## src/usc_regs.svh

```systemverilog
// Purpose: register offsets, field positions, reset values and counts
// Assumes: byte addresses on a 32-bit Avalon-MM slave, data in bits 7:0
// Notes: one word per register; bits above 7 read as zero
`ifndef USC_REGS_SVH
`define USC_REGS_SVH

// Register byte offsets
`define USC_OFF_CONTROL     8'h00
`define USC_OFF_CONFIG      8'h04
`define USC_OFF_STATUS      8'h08
`define USC_OFF_FLAGS       8'h0C
`define USC_OFF_ADDRESS     8'h10
`define USC_OFF_FRAME_LOW   8'h14
`define USC_OFF_FRAME_HIGH  8'h18
`define USC_OFF_EP_BASE     8'h20
`define USC_OFF_EP_LAST     8'h3C

// Control register fields
`define USC_CTL_ENABLE      0
`define USC_CTL_SUSPEND     1
// Configuration register fields
`define USC_CFG_PPM_LO      0
`define USC_CFG_PPM_HI      1
`define USC_CFG_FS          2
`define USC_CFG_PULLUP      4
`define USC_CFG_EYE         7
// Flag register fields (write one to clear)
`define USC_FLG_TRN         0
`define USC_FLG_BUSRST      1
// Endpoint control fields
`define USC_EP_STALL        0
`define USC_EP_IN           1
`define USC_EP_OUT          2
`define USC_EP_CONDIS       3
`define USC_EP_HSHK         4

// Reset value and FIFO depth
`define USC_RST_BYTE        8'h00
`define USC_FIFO_DEPTH      3'h4

// Eye pattern bit periods at 200 MHz, bit rates in kHz
`define USC_CLK_KHZ         200000
`define USC_FS_KHZ          12000
`define USC_LS_KHZ          1500
`define USC_FS_DIV          (`USC_CLK_KHZ / `USC_FS_KHZ)
`define USC_LS_DIV          (`USC_CLK_KHZ / `USC_LS_KHZ)

`endif

```

## src/usc_pkg.sv

```systemverilog
// Purpose: types shared by the configuration and status block
// Assumes: serial engine side is synchronous to clk_sys_in
// Notes: offsets and counts live in usc_regs.svh
package usc_pkg;

   // Token kinds seen by the serial engine
   typedef enum logic [1:0] {
      TOK_OUT   = 2'h0,
      TOK_IN    = 2'h1,
      TOK_SETUP = 2'h2
   } usc_tok_type;

   // Answer to an endpoint request
   typedef enum logic [1:0] {
      RSP_IGNORE = 2'h0,
      RSP_NAK    = 2'h1,
      RSP_ACCEPT = 2'h2
   } usc_rsp_type;

   // Done-flag sequencer, one-hot
   typedef enum logic [2:0] {
      ST_IDLE = 3'h1,
      ST_LOAD = 3'h2,
      ST_FLAG = 3'h4
   } usc_state_type;

   // One completed transaction
   typedef struct packed {
      logic [3:0] endp;
      logic       dir;
      logic       pp_ptr;
   } usc_status_type;

   // Endpoint request from the serial engine
   typedef struct packed {
      usc_tok_type kind;
      logic [6:0]  addr;
      logic [3:0]  endp;
   } usc_req_type;

   // Registered answer back to the serial engine
   typedef struct packed {
      usc_rsp_type kind;
      logic        handshake;
   } usc_resp_type;

endpackage

```

## src/usc_sie_cfg.sv

```systemverilog
// Purpose: configuration, status FIFO, endpoint control and address logic
// Assumes: Avalon-MM slave, engine strobes synchronous to clk_sys_in
// Notes: every access takes two cycles, waitrequest high in the first
//        software polls the flags
`timescale 1ns/1ps
`include "usc_regs.svh"
`default_nettype none

module usc_sie_cfg (
   input  wire logic                  clk_sys_in,
   input  wire logic                  sys_rst_in,

   // Avalon-MM slave
   input  wire logic [7:0]            avs_address_in,
   input  wire logic                  avs_read_in,
   input  wire logic                  avs_write_in,
   input  wire logic [31:0]           avs_writedata_in,
   input  wire logic [3:0]            avs_byteenable_in,
   output logic [31:0]                avs_readdata_out,
   output logic                       avs_waitrequest_out,

   // Serial engine events
   input  wire logic                  trn_done_in,
   input  wire usc_pkg::usc_status_type trn_status_in,
   input  wire logic                  stall_issued_in,
   input  wire logic [2:0]            stall_endp_in,
   input  wire logic                  sof_in,
   input  wire logic [10:0]           sof_frame_in,
   input  wire logic                  bus_reset_in,
   input  wire logic                  req_valid_in,
   input  wire usc_pkg::usc_req_type  req_in,
   output logic                       resp_valid_out,
   output usc_pkg::usc_resp_type      resp_out,

   // Transceiver and buffer control
   output logic                       full_speed_out,
   output logic                       pullup_on_out,
   output logic [1:0]                 pingpong_mode_out,
   output logic                       pingpong_clear_out,
   output logic                       eye_dp_out,
   output logic                       eye_dm_out,
   output logic                       eye_oe_n_out
);
   import usc_pkg::*;

   // Bus access
   logic        ack_reg;              // Second cycle of a bus access
   logic        wr_en;                // Write takes effect this edge
   logic        rd_en;                // Read data captured this edge
   logic        lane0;                // Low byte lane written
   logic [7:0]  wbyte;                // Low byte of write data

   // Registers seen by software
   logic [7:0]  control_reg;          // Enable and suspend
   logic [7:0]  usb_config_reg;       // Speed, pull-up, ping-pong, eye
   logic [7:0]  device_address_reg;   // Decoded device address
   logic [7:0]  frame_number_low_reg; // Frame number bits 7:0
   logic [2:0]  frame_number_high_reg;// Frame number bits 10:8

   // Flags and endpoints
   logic        bus_reset_flag_reg;   // Sticky bus reset seen
   logic [4:0]  ep_reg [8];           // Endpoint control registers

   // Status FIFO
   usc_status_type fifo_mem [4];      // Status FIFO storage
   logic [1:0]  wr_ptr_reg;           // FIFO write pointer
   logic [1:0]  rd_ptr_reg;           // FIFO read pointer
   logic [2:0]  count_reg;            // FIFO fill level
   usc_status_type transfer_status_reg; // Head of FIFO seen by software
   usc_state_type state_reg;          // Done-flag sequencer

   // FIFO strobes
   logic        trn_clear;            // Firmware clears the done flag
   logic        push;                 // Completion enters FIFO
   logic        pop;                  // Head leaves FIFO
   logic        fifo_full;            // Four entries waiting

   // Enable and eye pattern
   logic        module_enable;        // Module active
   logic        enable_d_reg;         // Enable, one cycle late
   logic        eye_active;           // Eye pattern running
   logic [7:0]  eye_cnt_reg;          // Bit period divider
   logic        eye_phase_reg;        // Current symbol

   // Bus strobes, decoded once
   assign module_enable = control_reg[`USC_CTL_ENABLE];
   assign wr_en = avs_write_in & ack_reg;
   assign rd_en = avs_read_in & ~ack_reg;
   assign lane0 = avs_byteenable_in[0];
   assign wbyte = avs_writedata_in[7:0];
   assign avs_waitrequest_out = (avs_read_in | avs_write_in) & ~ack_reg;

   // Fixed latency; masters still wait
   // Access handshake: one wait cycle, then release
   always_ff @(posedge clk_sys_in) begin
      if (sys_rst_in)
         ack_reg <= 1'b0;
      else
         ack_reg <= (avs_read_in | avs_write_in) & ~ack_reg;
   end

   // Read data, captured in the wait cycle; unmapped reads give zero
   // Data stands from the same edge that drops waitrequest
   // Upper 24 bits always zero
   always_ff @(posedge clk_sys_in) begin
      if (sys_rst_in)
         avs_readdata_out <= 32'h0;
      else if (rd_en) begin
         avs_readdata_out <= 32'h0;
         unique case (avs_address_in)
            `USC_OFF_CONTROL:    avs_readdata_out[7:0] <= control_reg;
            `USC_OFF_CONFIG:     avs_readdata_out[7:0] <= usb_config_reg;
            // Head entry: endpoint, direction, ping-pong pointer
            `USC_OFF_STATUS:     avs_readdata_out[7:0] <=
               {1'b0, transfer_status_reg, 1'b0};
            `USC_OFF_FLAGS:      avs_readdata_out[1:0] <=
               {bus_reset_flag_reg, state_reg == ST_FLAG};
            `USC_OFF_ADDRESS:    avs_readdata_out[7:0] <= device_address_reg;
            `USC_OFF_FRAME_LOW:  avs_readdata_out[7:0] <= frame_number_low_reg;
            `USC_OFF_FRAME_HIGH: avs_readdata_out[2:0] <= frame_number_high_reg;
            // Endpoint window, word aligned
            default: begin
               if (avs_address_in >= `USC_OFF_EP_BASE &&
                   avs_address_in <= `USC_OFF_EP_LAST &&
                   avs_address_in[1:0] == 2'h0)
                  avs_readdata_out[4:0] <= ep_reg[avs_address_in[4:2]];
            end
         endcase
      end
   end

   // Control register; suspend doubles as the not-configured state
   // Other bits read as zero
   // Writes need byte lane 0
   always_ff @(posedge clk_sys_in) begin
      if (sys_rst_in)
         control_reg <= `USC_RST_BYTE;
      else if (wr_en && lane0 && avs_address_in == `USC_OFF_CONTROL)
         control_reg <= {6'h0, wbyte[1:0]};
   end

   // Configuration register, expected static while enabled
   // Speed change while on is not blocked
   always_ff @(posedge clk_sys_in) begin
      if (sys_rst_in)
         usb_config_reg <= `USC_RST_BYTE;
      else if (wr_en && lane0 && avs_address_in == `USC_OFF_CONFIG)
         usb_config_reg <= wbyte & 8'h97;
   end

   // Transceiver controls follow the configuration bits
   // Registered: no glitch on bus writes
   always_ff @(posedge clk_sys_in) begin
      if (sys_rst_in) begin
         full_speed_out     <= 1'b0;
         pullup_on_out      <= 1'b0;
         pingpong_mode_out  <= 2'h0;
         pingpong_clear_out <= 1'b0;
         enable_d_reg       <= 1'b0;
      end else begin
         full_speed_out    <= usb_config_reg[`USC_CFG_FS];
         // Pull-ups never float onto the bus while disabled or suspended
         pullup_on_out     <= usb_config_reg[`USC_CFG_PULLUP] &
                              module_enable & ~control_reg[`USC_CTL_SUSPEND];
         // Mode passes straight through
         pingpong_mode_out <= usb_config_reg[`USC_CFG_PPM_HI:`USC_CFG_PPM_LO];
         enable_d_reg      <= module_enable;
         // One pulse on the rising edge of enable
         pingpong_clear_out <= module_enable & ~enable_d_reg;
      end
   end

   // Eye pattern: alternate symbols at the selected bit rate
   // Either bit low stops the pattern
   assign eye_active = usb_config_reg[`USC_CFG_EYE] & module_enable;

   // Restarts while off: whole first bit
   // Bit periods rounded down to whole clocks
   always_ff @(posedge clk_sys_in) begin
      if (sys_rst_in || !eye_active) begin
         eye_cnt_reg   <= 8'h0;
         eye_phase_reg <= 1'b0;
      end else if (eye_cnt_reg == (usb_config_reg[`USC_CFG_FS] ?
                   8'(`USC_FS_DIV - 1) : 8'(`USC_LS_DIV - 1))) begin
         // Bit period over
         eye_cnt_reg   <= 8'h0;
         eye_phase_reg <= ~eye_phase_reg;
      end else
         eye_cnt_reg <= eye_cnt_reg + 8'h1;
   end

   // Phase 0 is J at low speed and K at full speed, so D+ tracks phase
   // D- is the inverse of D+ while the pattern runs; both low when off
   // Turnaround to transmit not modelled
   always_ff @(posedge clk_sys_in) begin
      if (sys_rst_in) begin
         eye_dp_out   <= 1'b0;
         eye_dm_out   <= 1'b0;
         eye_oe_n_out <= 1'b1;
      end else begin
         eye_dp_out   <= eye_active & eye_phase_reg;
         eye_dm_out   <= eye_active & ~eye_phase_reg;
         eye_oe_n_out <= ~eye_active;
      end
   end

   // Status FIFO bookkeeping; a completion arriving when full is lost
   // Count runs 0 to 4, pointers wrap
   // Push and pop together: count holds
   // Firmware clear is the only pop
   assign fifo_full = (count_reg == `USC_FIFO_DEPTH);
   assign trn_clear = wr_en && lane0 && avs_address_in == `USC_OFF_FLAGS &&
                      wbyte[`USC_FLG_TRN];
   assign pop  = (state_reg == ST_FLAG) & trn_clear;
   assign push = trn_done_in & ~fifo_full;

   always_ff @(posedge clk_sys_in) begin
      if (sys_rst_in) begin
         wr_ptr_reg <= 2'h0;
         rd_ptr_reg <= 2'h0;
         count_reg  <= 3'h0;
      end else begin
         if (push) begin
            // Count marks valid entries
            fifo_mem[wr_ptr_reg] <= trn_status_in;
            wr_ptr_reg <= wr_ptr_reg + 2'h1;
         end
         if (pop)
            rd_ptr_reg <= rd_ptr_reg + 2'h1;
         count_reg <= count_reg + {2'h0, push} - {2'h0, pop};
      end
   end

   // Done-flag sequencer: load head, then raise flag; clear pops
   // Data loads on the same edge that raises the flag
   // A clear while the flag is low is void
   // Re-raise: IDLE, LOAD, FLAG
   always_ff @(posedge clk_sys_in) begin
      if (sys_rst_in) begin
         state_reg           <= ST_IDLE;
         transfer_status_reg <= '0;
      end else begin
         unique case (state_reg)
            ST_IDLE: begin
               // Empty FIFO keeps the flag down
               if (count_reg != 3'h0)
                  state_reg <= ST_LOAD;
            end
            ST_LOAD: begin
               // Head copied out
               transfer_status_reg <= fifo_mem[rd_ptr_reg];
               state_reg <= ST_FLAG;
            end
            ST_FLAG: begin
               // Re-raise takes two cycles, well inside six
               if (pop)
                  state_reg <= ST_IDLE;
            end
            default: state_reg <= ST_IDLE;
         endcase
      end
   end

   // Device address: cleared by bus reset or device reset
   // Bus reset beats a same-cycle write
   // Bit 7 always reads zero
   always_ff @(posedge clk_sys_in) begin
      if (sys_rst_in || bus_reset_in)
         device_address_reg <= `USC_RST_BYTE;
      else if (wr_en && lane0 && avs_address_in == `USC_OFF_ADDRESS)
         device_address_reg <= {1'b0, wbyte[6:0]};
   end

   // Bus reset flag: the set wins over a clear in the same cycle
   // Written one clears, zero keeps
   always_ff @(posedge clk_sys_in) begin
      if (sys_rst_in)
         bus_reset_flag_reg <= 1'b0;
      else if (bus_reset_in)
         bus_reset_flag_reg <= 1'b1;
      else if (wr_en && lane0 && avs_address_in == `USC_OFF_FLAGS &&
               wbyte[`USC_FLG_BUSRST])
         bus_reset_flag_reg <= 1'b0;
   end

   // Frame number latched on SOF; stale while suspended
   // Software waits for the next frame
   always_ff @(posedge clk_sys_in) begin
      if (sys_rst_in) begin
         frame_number_low_reg  <= `USC_RST_BYTE;
         frame_number_high_reg <= 3'h0;
      end else if (sof_in && !control_reg[`USC_CTL_SUSPEND]) begin
         // Both halves move together
         frame_number_low_reg  <= sof_frame_in[7:0];
         frame_number_high_reg <= sof_frame_in[10:8];
      end
   end

   // Endpoint control registers, one per endpoint pair
   // Endpoint n at base plus 4n
   for (genvar n = 0; n < 8; n++) begin : g_ep
      always_ff @(posedge clk_sys_in) begin
         if (sys_rst_in)
            ep_reg[n] <= 5'h0;
         else begin
            // Write replaces all five bits
            if (wr_en && lane0 && avs_address_in == `USC_OFF_EP_BASE + 8'(n * 4))
               ep_reg[n] <= wbyte[4:0];
            // Engine stall beats a firmware clear in the same cycle
            if (stall_issued_in && stall_endp_in == 3'(n))
               ep_reg[n][`USC_EP_STALL] <= 1'b1;
         end
      end
   end

   // Request decode: address, endpoint enables, then FIFO room
   // Answer always one cycle later
   // Endpoints above 7 never decode
   // Disabled module ignores all
   // Handshake passed on even if ignored
   always_ff @(posedge clk_sys_in) begin
      if (sys_rst_in) begin
         resp_valid_out <= 1'b0;
         resp_out       <= '{kind: RSP_IGNORE, handshake: 1'b0};
      end else begin
         resp_valid_out     <= req_valid_in;
         resp_out.handshake <= ep_reg[req_in.endp[2:0]][`USC_EP_HSHK];
         if (!req_valid_in || !module_enable || req_in.endp[3] ||
             {1'b0, req_in.addr} != device_address_reg)
            resp_out.kind <= RSP_IGNORE;
         else if ((req_in.kind == TOK_OUT &&
                   !ep_reg[req_in.endp[2:0]][`USC_EP_OUT]) ||
                  (req_in.kind == TOK_IN &&
                   !ep_reg[req_in.endp[2:0]][`USC_EP_IN]) ||
                  (req_in.kind == TOK_SETUP &&
                   (ep_reg[req_in.endp[2:0]][`USC_EP_CONDIS] ||
                    !ep_reg[req_in.endp[2:0]][`USC_EP_IN] ||
                    !ep_reg[req_in.endp[2:0]][`USC_EP_OUT])))
            resp_out.kind <= RSP_IGNORE;
         // Room check comes last
         else if (fifo_full)
            resp_out.kind <= RSP_NAK;
         else
            resp_out.kind <= RSP_ACCEPT;
      end
   end

endmodule

`default_nettype wire

```

## config.mk

```make
export PLATFORM = sky130hd
export DESIGN_NAME = usc_sie_cfg
export DESIGN_NICKNAME = d
export VERILOG_FILES = /design/src/usc_pkg.sv /design/src/usc_sie_cfg.sv
export VERILOG_INCLUDE_DIRS = /design/src /design/src/src
export SDC_FILE = /design/constraint.sdc
export NUM_CORES = 1
export LEC_CHECK = 0
export ABC_AREA = 1
export BUFFER_PORTS_ARGS = -buffer_cell sky130_fd_sc_hd__buf_2
export CAP_MARGIN = 20
export CORE_UTILIZATION = 45
export DETAILED_ROUTE_END_ITERATION = 16
export PLACE_DENSITY = 0.75
export SLEW_MARGIN = 20
export SYNTH_ARGS = -nofsm -noshare
export SYNTH_HDL_FRONTEND = slang
export SYNTH_SLANG_ARGS = --single-unit
```

## constraint.sdc

```tcl
create_clock -name clk_sys_in -period 2.1 [get_ports clk_sys_in]
set_input_delay 0.105 -clock clk_sys_in [delete_from_list [all_inputs] [get_ports clk_sys_in]]
set_output_delay 0.105 -clock clk_sys_in [all_outputs]
set_load 0.05 [all_outputs]
```

* Word level (Yosys, flattened, before mapping)
Memory sizes are Yosys's and may differ from the RTL's. A register that Yosys moved wholly into a read port is not among the register bits.
Index checks and enable logic that the tools add are counted.
Widths: inputs -> output; s select.
** Storage, ports and cells
- Register bits after elaboration :: 67
- Bits in writable memories :: 64
- Input port bits :: 86
- Output and inout bits :: 45
- Logic and storage cells :: 235
- Memories :: 2
** Operators by class
- Add/sub/neg operators :: 5
- $lt $le $gt $ge :: 2
- Eq/ne operators :: 31
- Mux-type cells :: 81
- Bitwise gates (word level) :: 34
- Reduce and logical (&&, ||, !) cells :: 55
** Memory list
- ep_reg :: words 8, bits a word 5, read ports 2, clocked after memory_dff 0, wr ports 8, line usc_sie_cfg.sv:62 : logic [4:0] ep_reg [8];
- fifo_mem :: words 4, bits a word 6, read ports 1, clocked after memory_dff 1, wr ports 1, line usc_sie_cfg.sv:65 : usc_status_type fifo_mem [4];
** Operator list (count)
- $eq 8x6->1 const B :: 8
- $mux 1 :: 63
- $mux 5 :: 9
- $logic_and 1x1->1 :: 29
- $eq 8x5->1 const B :: 3
- $eq 3x3->1 const B :: 6
- $or 1x1->1 :: 17
- $eq 8x4->1 const B :: 2
- $pmux 2 s7 :: 1
- $pmux 3 s4 :: 1
- $and 1x1->1 :: 11
- $pmux 2 s5 :: 1
- $eq 3x2->1 const B :: 3
- $logic_or 1x1->1 :: 9
- $pmux 3 s3 :: 1
- $add 8x1->8 const B :: 1
- $eq 8x3->1 const B :: 1
- $eq 8x8->1 :: 1
- $ge 8x6->1 const B :: 1
- $le 8x6->1 const B :: 1
- $logic_not 8->1 :: 1
- $mux 8 :: 1
- $ne 7x7->1 :: 1
- $eq 3x1->1 const B :: 2
- 18 further kinds :: 34

* Longest topological paths before layout
Gate-level depths: netlist (run 1).
- Depth in word-level cells :: 8
- Mapped depth :: 12
- Gate-level depth less buffers :: 12

* Worst setup path before layout (run 1)
Ideal clock, no wire load.
- Path kind :: input to register
- Start :: input port avs_address_in[4]
- End :: register count_reg[1]
- Setup time :: 0.128 ns
- Arrival time :: 1.726 ns
- Setup slack :: 0.247 ns
- Stages :: 12
- Cell sequence :: buf_2 > nor2_1 > nand2_2 > nor2_2 > nand4_1 > inv_1 > ha_1 > inv_1 > ha_1 > fa_1 > inv_1 > nor2_1
** Between the ends
- Word-level cells in the longest chain between the ends :: 5
** Ends and longest elaborated chain
- from (decl) :: line usc_sie_cfg.sv:14 : input wire logic [7:0] avs_address_in,
- $eq 8x4->1
- $logic_and 1x1->1 (no source line)
- $logic_and 1x1->1 :: line usc_sie_cfg.sv:212 : assign trn_clear = wr_en && lane0 && avs_address_in == `USC_OFF_FLAGS &&
- $and 1x1->1 :: line usc_sie_cfg.sv:214 : assign pop = (state_reg == ST_FLAG) & trn_clear;
- net pop :: line usc_sie_cfg.sv:75 : logic pop;
- $sub 3x1->3 :: line usc_sie_cfg.sv:230 : count_reg <= count_reg + {2'h0, push} - {2'h0, pop};
- to (signal assigned) :: line usc_sie_cfg.sv:230
- to (decl) :: line usc_sie_cfg.sv:68 : logic [2:0] count_reg;
The timed path passes the listed nets, and every way through them passes these cells.
A chain may end at the register's enable or synchronous reset.

* Worst setup path in the final report (run 1)
- Start :: register count_reg[1]
- End :: register count_reg[2]
** Between the ends
- Word-level cells in the longest chain between the ends :: 5
** Ends and longest elaborated chain
- $eq 3x3->1 (no source line)
- $not 1->1 :: line usc_sie_cfg.sv:215 : assign push = trn_done_in & ~fifo_full;
- $and 1x1->1 :: line usc_sie_cfg.sv:215
- $add 3x1->3 * :: line usc_sie_cfg.sv:230
- $sub 3x1->3 * :: line usc_sie_cfg.sv:230
Every way passes the cells marked *; elsewhere a longest branch is shown, timed or not.

==> flow_summary_export.csv, run 1 <==
group,metric,value,unit
critical_path,required,2410,ps
cts,cts-root-buf,"clkbuf_16",
cts,h-tree-depth,4,
sta,period_share,0.904,
sta,hold_violations,0,
route,routed_wl,17100,um
synthesis,ys.flop_type,"dfxtp_1",
critical_path,rr_worst_depth,9,
final_layout,fin_nets,1051,
global_routing,antenna_found_initial,0,
sta,slew_violations,0,
cts,clkLatencyLatePin,420,ps
route,vias,5903,
floorplan,die_area,15200,um^2
critical_path,startpoint_type,"flop",
global_routing,grt_pass1_wl,27200,um
place,hpwl,12600,um
final_layout,largest_reg_flops,40,
synthesis,synth_seq_area_share,0.511,
synthesis,synthCells,838,
cts,cts_buffers,17,
final_layout,areaGrowthSynthToFinish,20.6,%
place,port_buffers,79,
synthesis,synth.avg_cell_area,7.90,um^2
route,drtIter0Drc,632,
floorplan,io_pins,131,
route,dr.pass1.iters,5,
cts,cts_setup_buffers,0,
pwr,p_total,6620,uW
critical_path,crit_arrival,2210,ps
route,antenna_left,0,
global_routing,grt_overflow,0,
cts,numClockSinks,137,
sta,fin_crit,1900,ps
outcome,status,"complete, no violations",
cts,clkSlewWorstSetupHoldPaths,60,ps
sta,slew_headroom,0.559,
floorplan,rows,43,
critical_path,cp_max_fo,5,
floorplan,die_x,123,um
synthesis,synth_edf_count,64,
floorplan,start_util,0.470,
final_layout,mostFrequentLayoutCell,"nor2_1",
critical_path,r2r-end,"count_reg[2]$_SDFF_PP0_",
sta,tns,0,ps
final_layout,drive_gt1_frac,0.149,
sta,clock_skew,10.5,ps
critical_path,worstSetupPathType,"reg -> reg",
sta,worst_pin_slew,659,ps
place,place.gp.congestion,0.903,
sta,fmax,527,MHz
synthesis,synth_warnings,0,
hold_path,whs_path_depth,3,
synthesis,synth_seq_cells,137,
pwr,ir_drop,0.773,mV
route,vias_per_cell,5.13,
hold_path,hold_path.class,"in -> reg",
sta,timing.hold.ws,43.5,ps
sta,finalSetupViolCount,0,
pwr,leakage,0.00353,uW
critical_path,rr_startpoint,"count_reg[1]$_SDFF_PP0_",
synthesis,ys_types,35,
cts,cts_tree,"yes",
floorplan,coreArea,14100,um^2
hold_path,hp-start,"trn_done_in",
critical_path,endpoint_kind,"flop",
synthesis,ys_async_sr_fraction,0,
job,max_cap_viol_count,0,
final_layout,n_antenna_cell,0,
global_routing,grtUsageTotal,0.243,
floorplan,die_h,123,um
route,wl_per_cell,14.9,um
pwr,powerDensity,829,nW/um^2
route,drcViolationCount,0,
critical_path,r2r_slack,200,ps
global_routing,grt_pass1_vias,5369,
hold_path,hold_end,"wr_ptr_reg[0]$_SDFFE_PP0P_",
synthesis,syn_area,6620,um^2
sta,rsz0062_at_grt,"false",
final_layout,final_cell_mix,"178 x nor2_1, 146 x nand2_1, 95 x inv_1, 79 x buf_2, 73 x dfxtp_1",
cts,clockBufferDepth,2,
global_routing,grt_max_degree,26,
cell type report:
class                           count  area, um^2
Clock buffer                       21         483
Clock inverter                     11        68.8
Fill cell                        1266        6110
Inverter                           99         372
Multi-Input combinational cell    582        2700
Sequential cell                   137        3380
Tap cell                          180         225
Timing Repair Buffer              120         761
synth_stat cells (2+ instances only):
cell type | instances | area, um^2
nand2_2 | 5 | 31.3
nor3_1 | 9 | 45.0
o32ai_1 | 2 | 17.5
xor2_1 | 4 | 35.0
nand3_1 | 52 | 260
buf_4 | 24 | 180
dfxtp_1 | 73 | 1460
mux2i_1 | 4 | 40.0
o21ai_1 | 2 | 10.0
a21oi_1 | 42 | 210
inv_1 | 95 | 357
o21ai_0 | 69 | 345
nor2_2 | 6 | 37.5
clkinv_1 | 4 | 15.0
nor2_4 | 2 | 22.5
xnor2_1 | 4 | 35.0
o211ai_1 | 4 | 30.0
buf_2 | 11 | 55.1
ha_1 | 7 | 87.6
edfxtp_1 | 64 | 1920
nor2_1 | 178 | 668
nand2_1 | 147 | 552
nand4_1 | 7 | 43.8
o221ai_1 | 4 | 35.0
clkbuf_1 | 8 | 30.0
a31oi_1 | 2 | 12.5
kinds of logic after synthesis:
group                      synth area share
DFF                                   0.511
and+or+nand+nor                       0.259
adders and majority gates            0.0162
xor gates and xnor gates             0.0106
buffers and inverters                0.0962
other                              0.000566
muxes                               0.00605
AOI/OAI and AO/OA                     0.101
worst max-delay path, stage by stage (launching register included):
cell,delay [ps]
dfxtp_1,380
nor3_2,70
inv_1,120
nand2_2,100
ha_1,290
inv_1,40
ha_1,180
fa_1,390
xor2_1,170
nor2_1,50
layer usage:
layer	routed length, um	share of wire	track usage
met3	1570	0.092	0.0600
met1	7620	0.45	0.335
met4	539	0.032	0.115
met2	7360	0.43	0.356
met5	0	0	0
how the worst max path moves through the flow:
stage                                          to  slack, ps                    start  cells after the start
final                     count_reg[2]$_SDFF_PP0_        200  count_reg[1]$_SDFF_PP0_                      9
after global routing      count_reg[2]$_SDFF_PP0_         40  count_reg[2]$_SDFF_PP0_                     10
after CTS                 count_reg[2]$_SDFF_PP0_         50  count_reg[2]$_SDFF_PP0_                     10
after detailed placement  count_reg[2]$_SDFF_PP0_         90  count_reg[2]$_SDFF_PP0_                     10
after global placement    count_reg[1]$_SDFF_PP0_        210        avs_address_in[2]                     13
after floorplan           count_reg[1]$_SDFF_PP0_        250        avs_address_in[4]                     12
stage by stage:
step	utilization	cells	area, um^2	setup slack (ps)
2_1_floorplan	-	861	6710	247
4_1_cts	0.566	1150	7980	54.5
5_1_grt	0.567	1150	7990	42.7
3_3_place_gp	0.511	1095	7200	210
6_report	0.567	1150	7990	202
3_5_place_dp	0.511	1095	7200	91.0
what timing repair did:
item                       4_1_cts  5_1_grt
hold endpoints to repair        41        0
hold buffers                    23        0
setup endpoints to repair        0        2
resized for setup                0        2
power by group:
part           switching, uW  total (uW)  internal, uW
registers               72.9        3010          2940
clock network           1120        2770          1640
logic                    578         847           269
total                   1780        6620          4850
Power figures use the tool's default switching activity.
==> run 2: changes to the inputs <==
RECOVER_POWER = 100   (was unset)
TNS_END_PERCENT = 30   (was unset)
==> run 2 against run 1 <==
  * First-iteration DRC count increased by 3.6%
  * Non-clock buffer count is the same
  * Global-route usage unchanged
  * Combinational power decreased by 1%
  * Cell count is the same
  * Utilization shrank 0.45 points
  * Critical path type unchanged
==> flow_summary_export.csv, run 2 (synthesis gave the netlist of run 1 again) <==
group,metric,value,unit
sta,setup_slack,208,ps
route,vias,5875,
global_routing,grtUsageTotal,0.243,
final_layout,fin_nets,1051,
sta,finalSetupViolCount,0,
critical_path,crit_path_top_delay_cell,"fa_1",
place,place_ws,91.0,ps
route,drtIter0Drc,655,
cts,clockBufferDepth,2,
critical_path,crit_arrival,2200,ps
cts,cts_buffers,17,
route,antenna_left,0,
sta,timing.hold.ws,42.8,ps
global_routing,antenna_found_initial,0,
sta,rsz0062_at_grt,"false",
floorplan,io_pins,131,
final_layout,drive_gt1_frac,0.114,
route,drcViolationCount,0,
final_layout,seqCellArea,3380,um^2
final_layout,largest_reg_flops,40,
floorplan,rows,43,
final_layout,fillers,1282,
sta,fin_crit,1890,ps
sta,worst_pin_slew,676,ps
sta,slew_violations,0,
sta,period_share,0.901,
critical_path,path_delay_family,"adder cells",
pwr,powerDensity,834,nW/um^2
final_layout,final_cells,1150,
pwr,p_comb_frac,0.126,
cts,cts_setup_buffers,0,
critical_path,required,2410,ps
critical_path,crit_buf_inv,2,
place,dp.cells,1095,
global_routing,grt_max_degree,26,
pwr,switching_share,0.268,
pwr,p_sw,1770,uW
cts,h-tree-depth,4,
floorplan,die_area,15200,um^2
cts,cts_tree,"yes",
critical_path,endpoint_kind,"flop",
sta,tns,0,ps
place,place.gp.congestion,0.903,
cts,numClockSinks,137,
sta,clock_skew,10.7,ps
sta,hold_violations,0,
final_layout,multi_input_area,2680,um^2
final_layout,final_cell_mix,"180 x nor2_1, 148 x nand2_1, 95 x inv_1, 73 x dfxtp_1, 71 x o21ai_0",
floorplan,coreArea,14100,um^2
route,routed_wl,17100,um
critical_path,cp_max_fo,5,
cts,clkLatencyLatePin,420,ps
pwr,p_clk_frac,0.418,
pwr,p_total,6610,uW
place,hpwl,12600,um
floorplan,die_h,123,um
floorplan,die_x,123,um
pwr,leakage,0.00341,uW
global_routing,grt_pass1_vias,5369,
cts,cts-root-buf,"clkbuf_16",
cts,clkSlewWorstSetupHoldPaths,60,ps
route,wl_per_cell,14.9,um
route,dr.pass1.iters,5,
sta,slew_headroom,0.547,
pwr,seqPwrFrac,0.455,
sta,fmax,528,MHz
pwr,p_int,4840,uW
hold_path,hold_path.class,"in -> reg",
final_layout,mostFrequentLayoutCell,"nor2_1",
final_layout,areaGrowthSynthToFinish,19.7,%
critical_path,worstSetupPathType,"reg -> reg",
pwr,ir_drop,0.777,mV
floorplan,start_util,0.470,
final_layout,n_antenna_cell,0,
global_routing,grt_pass1_wl,27200,um
critical_path,startpoint_type,"flop",
critical_path,cp_cell_sequence,"nor3_2 > inv_1 > nand2_2 > ha_1 > inv_1 > ha_1 > fa_1 > xor2_1 > nor2_1",
route,vias_per_cell,5.11,
outcome,status,"complete, no violations",
critical_path,slowest_delay,390,ps
global_routing,grt_overflow,0,
job,max_cap_viol_count,0,
place,port_buffers,79,
[run 2: changes by cell type in the layout (fill, tap and decap cells not counted), sizes merged]
cell | before | now
buf | 97 | 67
clkbuf | 21 | 51
[run 2: worst paths after layout]
path,from,endpoint,slack (ps),depth (start not counted)
worst min-delay path,trn_done_in,wr_ptr_reg[0]$_SDFFE_PP0P_,40,3
worst max-delay path,count_reg[1]$_SDFF_PP0_,count_reg[2]$_SDFF_PP0_,210,9
worst max register to register,count_reg[1]$_SDFF_PP0_,count_reg[2]$_SDFF_PP0_,210,9
worst min register to register,enable_d_reg$_SDFF_PP0_,pingpong_clear_out$_SDFF_PP0_,400,1
[run 2: what timing repair did]
action | CTS | global route
hold buffers | 23 | 0
endpoints found under the setup margin | 0 | 2
hold endpoints to repair | 41 | 0
resized for setup | 0 | 2
[run 2: power groups by stage]
stage / Clock (uW) / Combinational [uW] / Sequential [uW]
CTS: 2790 / 835 / 3010
finish: 2770 / 836 / 3010
global placement: 0 / 783 / 3060
floorplan: 0 / 562 / 3070
detailed placement: 0 / 796 / 3060
global route: 2920 / 943 / 3020
[run 2: layer usage]
metal / up-vias / share of wire / track usage / routed length, um
li1: 2909 / - / - / -
met1: 2621 / 0.44 / 0.335 / 7550
met2: 310 / 0.44 / 0.356 / 7480
met3: 35 / 0.095 / 0.0600 / 1630
met4: 0 / 0.027 / 0.115 / 461
met5: - / 0 / 0 / 0
[run 2: through the flow]
stage          utilization  cell area [um^2]
2_1_floorplan            -              6710
3_3_place_gp         0.511              7200
3_5_place_dp         0.511              7200
4_1_cts              0.566              7980
5_1_grt              0.562              7930
6_report             0.562              7930
[run 2: tightest hold or removal path, delay by kind of cell]
kind | cells | cell delay [ps]
compound gates | 1 | 70
buf+inv | 1 | 140
simple gates | 1 | 110
[run 2: final cells by class]
cell class	count	share of cell area
Clock inverter	11	0.00868
Inverter	99	0.0469
Clock buffer	21	0.0609
Timing Repair Buffer	120	0.0906
Sequential cell	137	0.427
Tap cell	180	0.0284
Multi-Input combinational cell	582	0.338
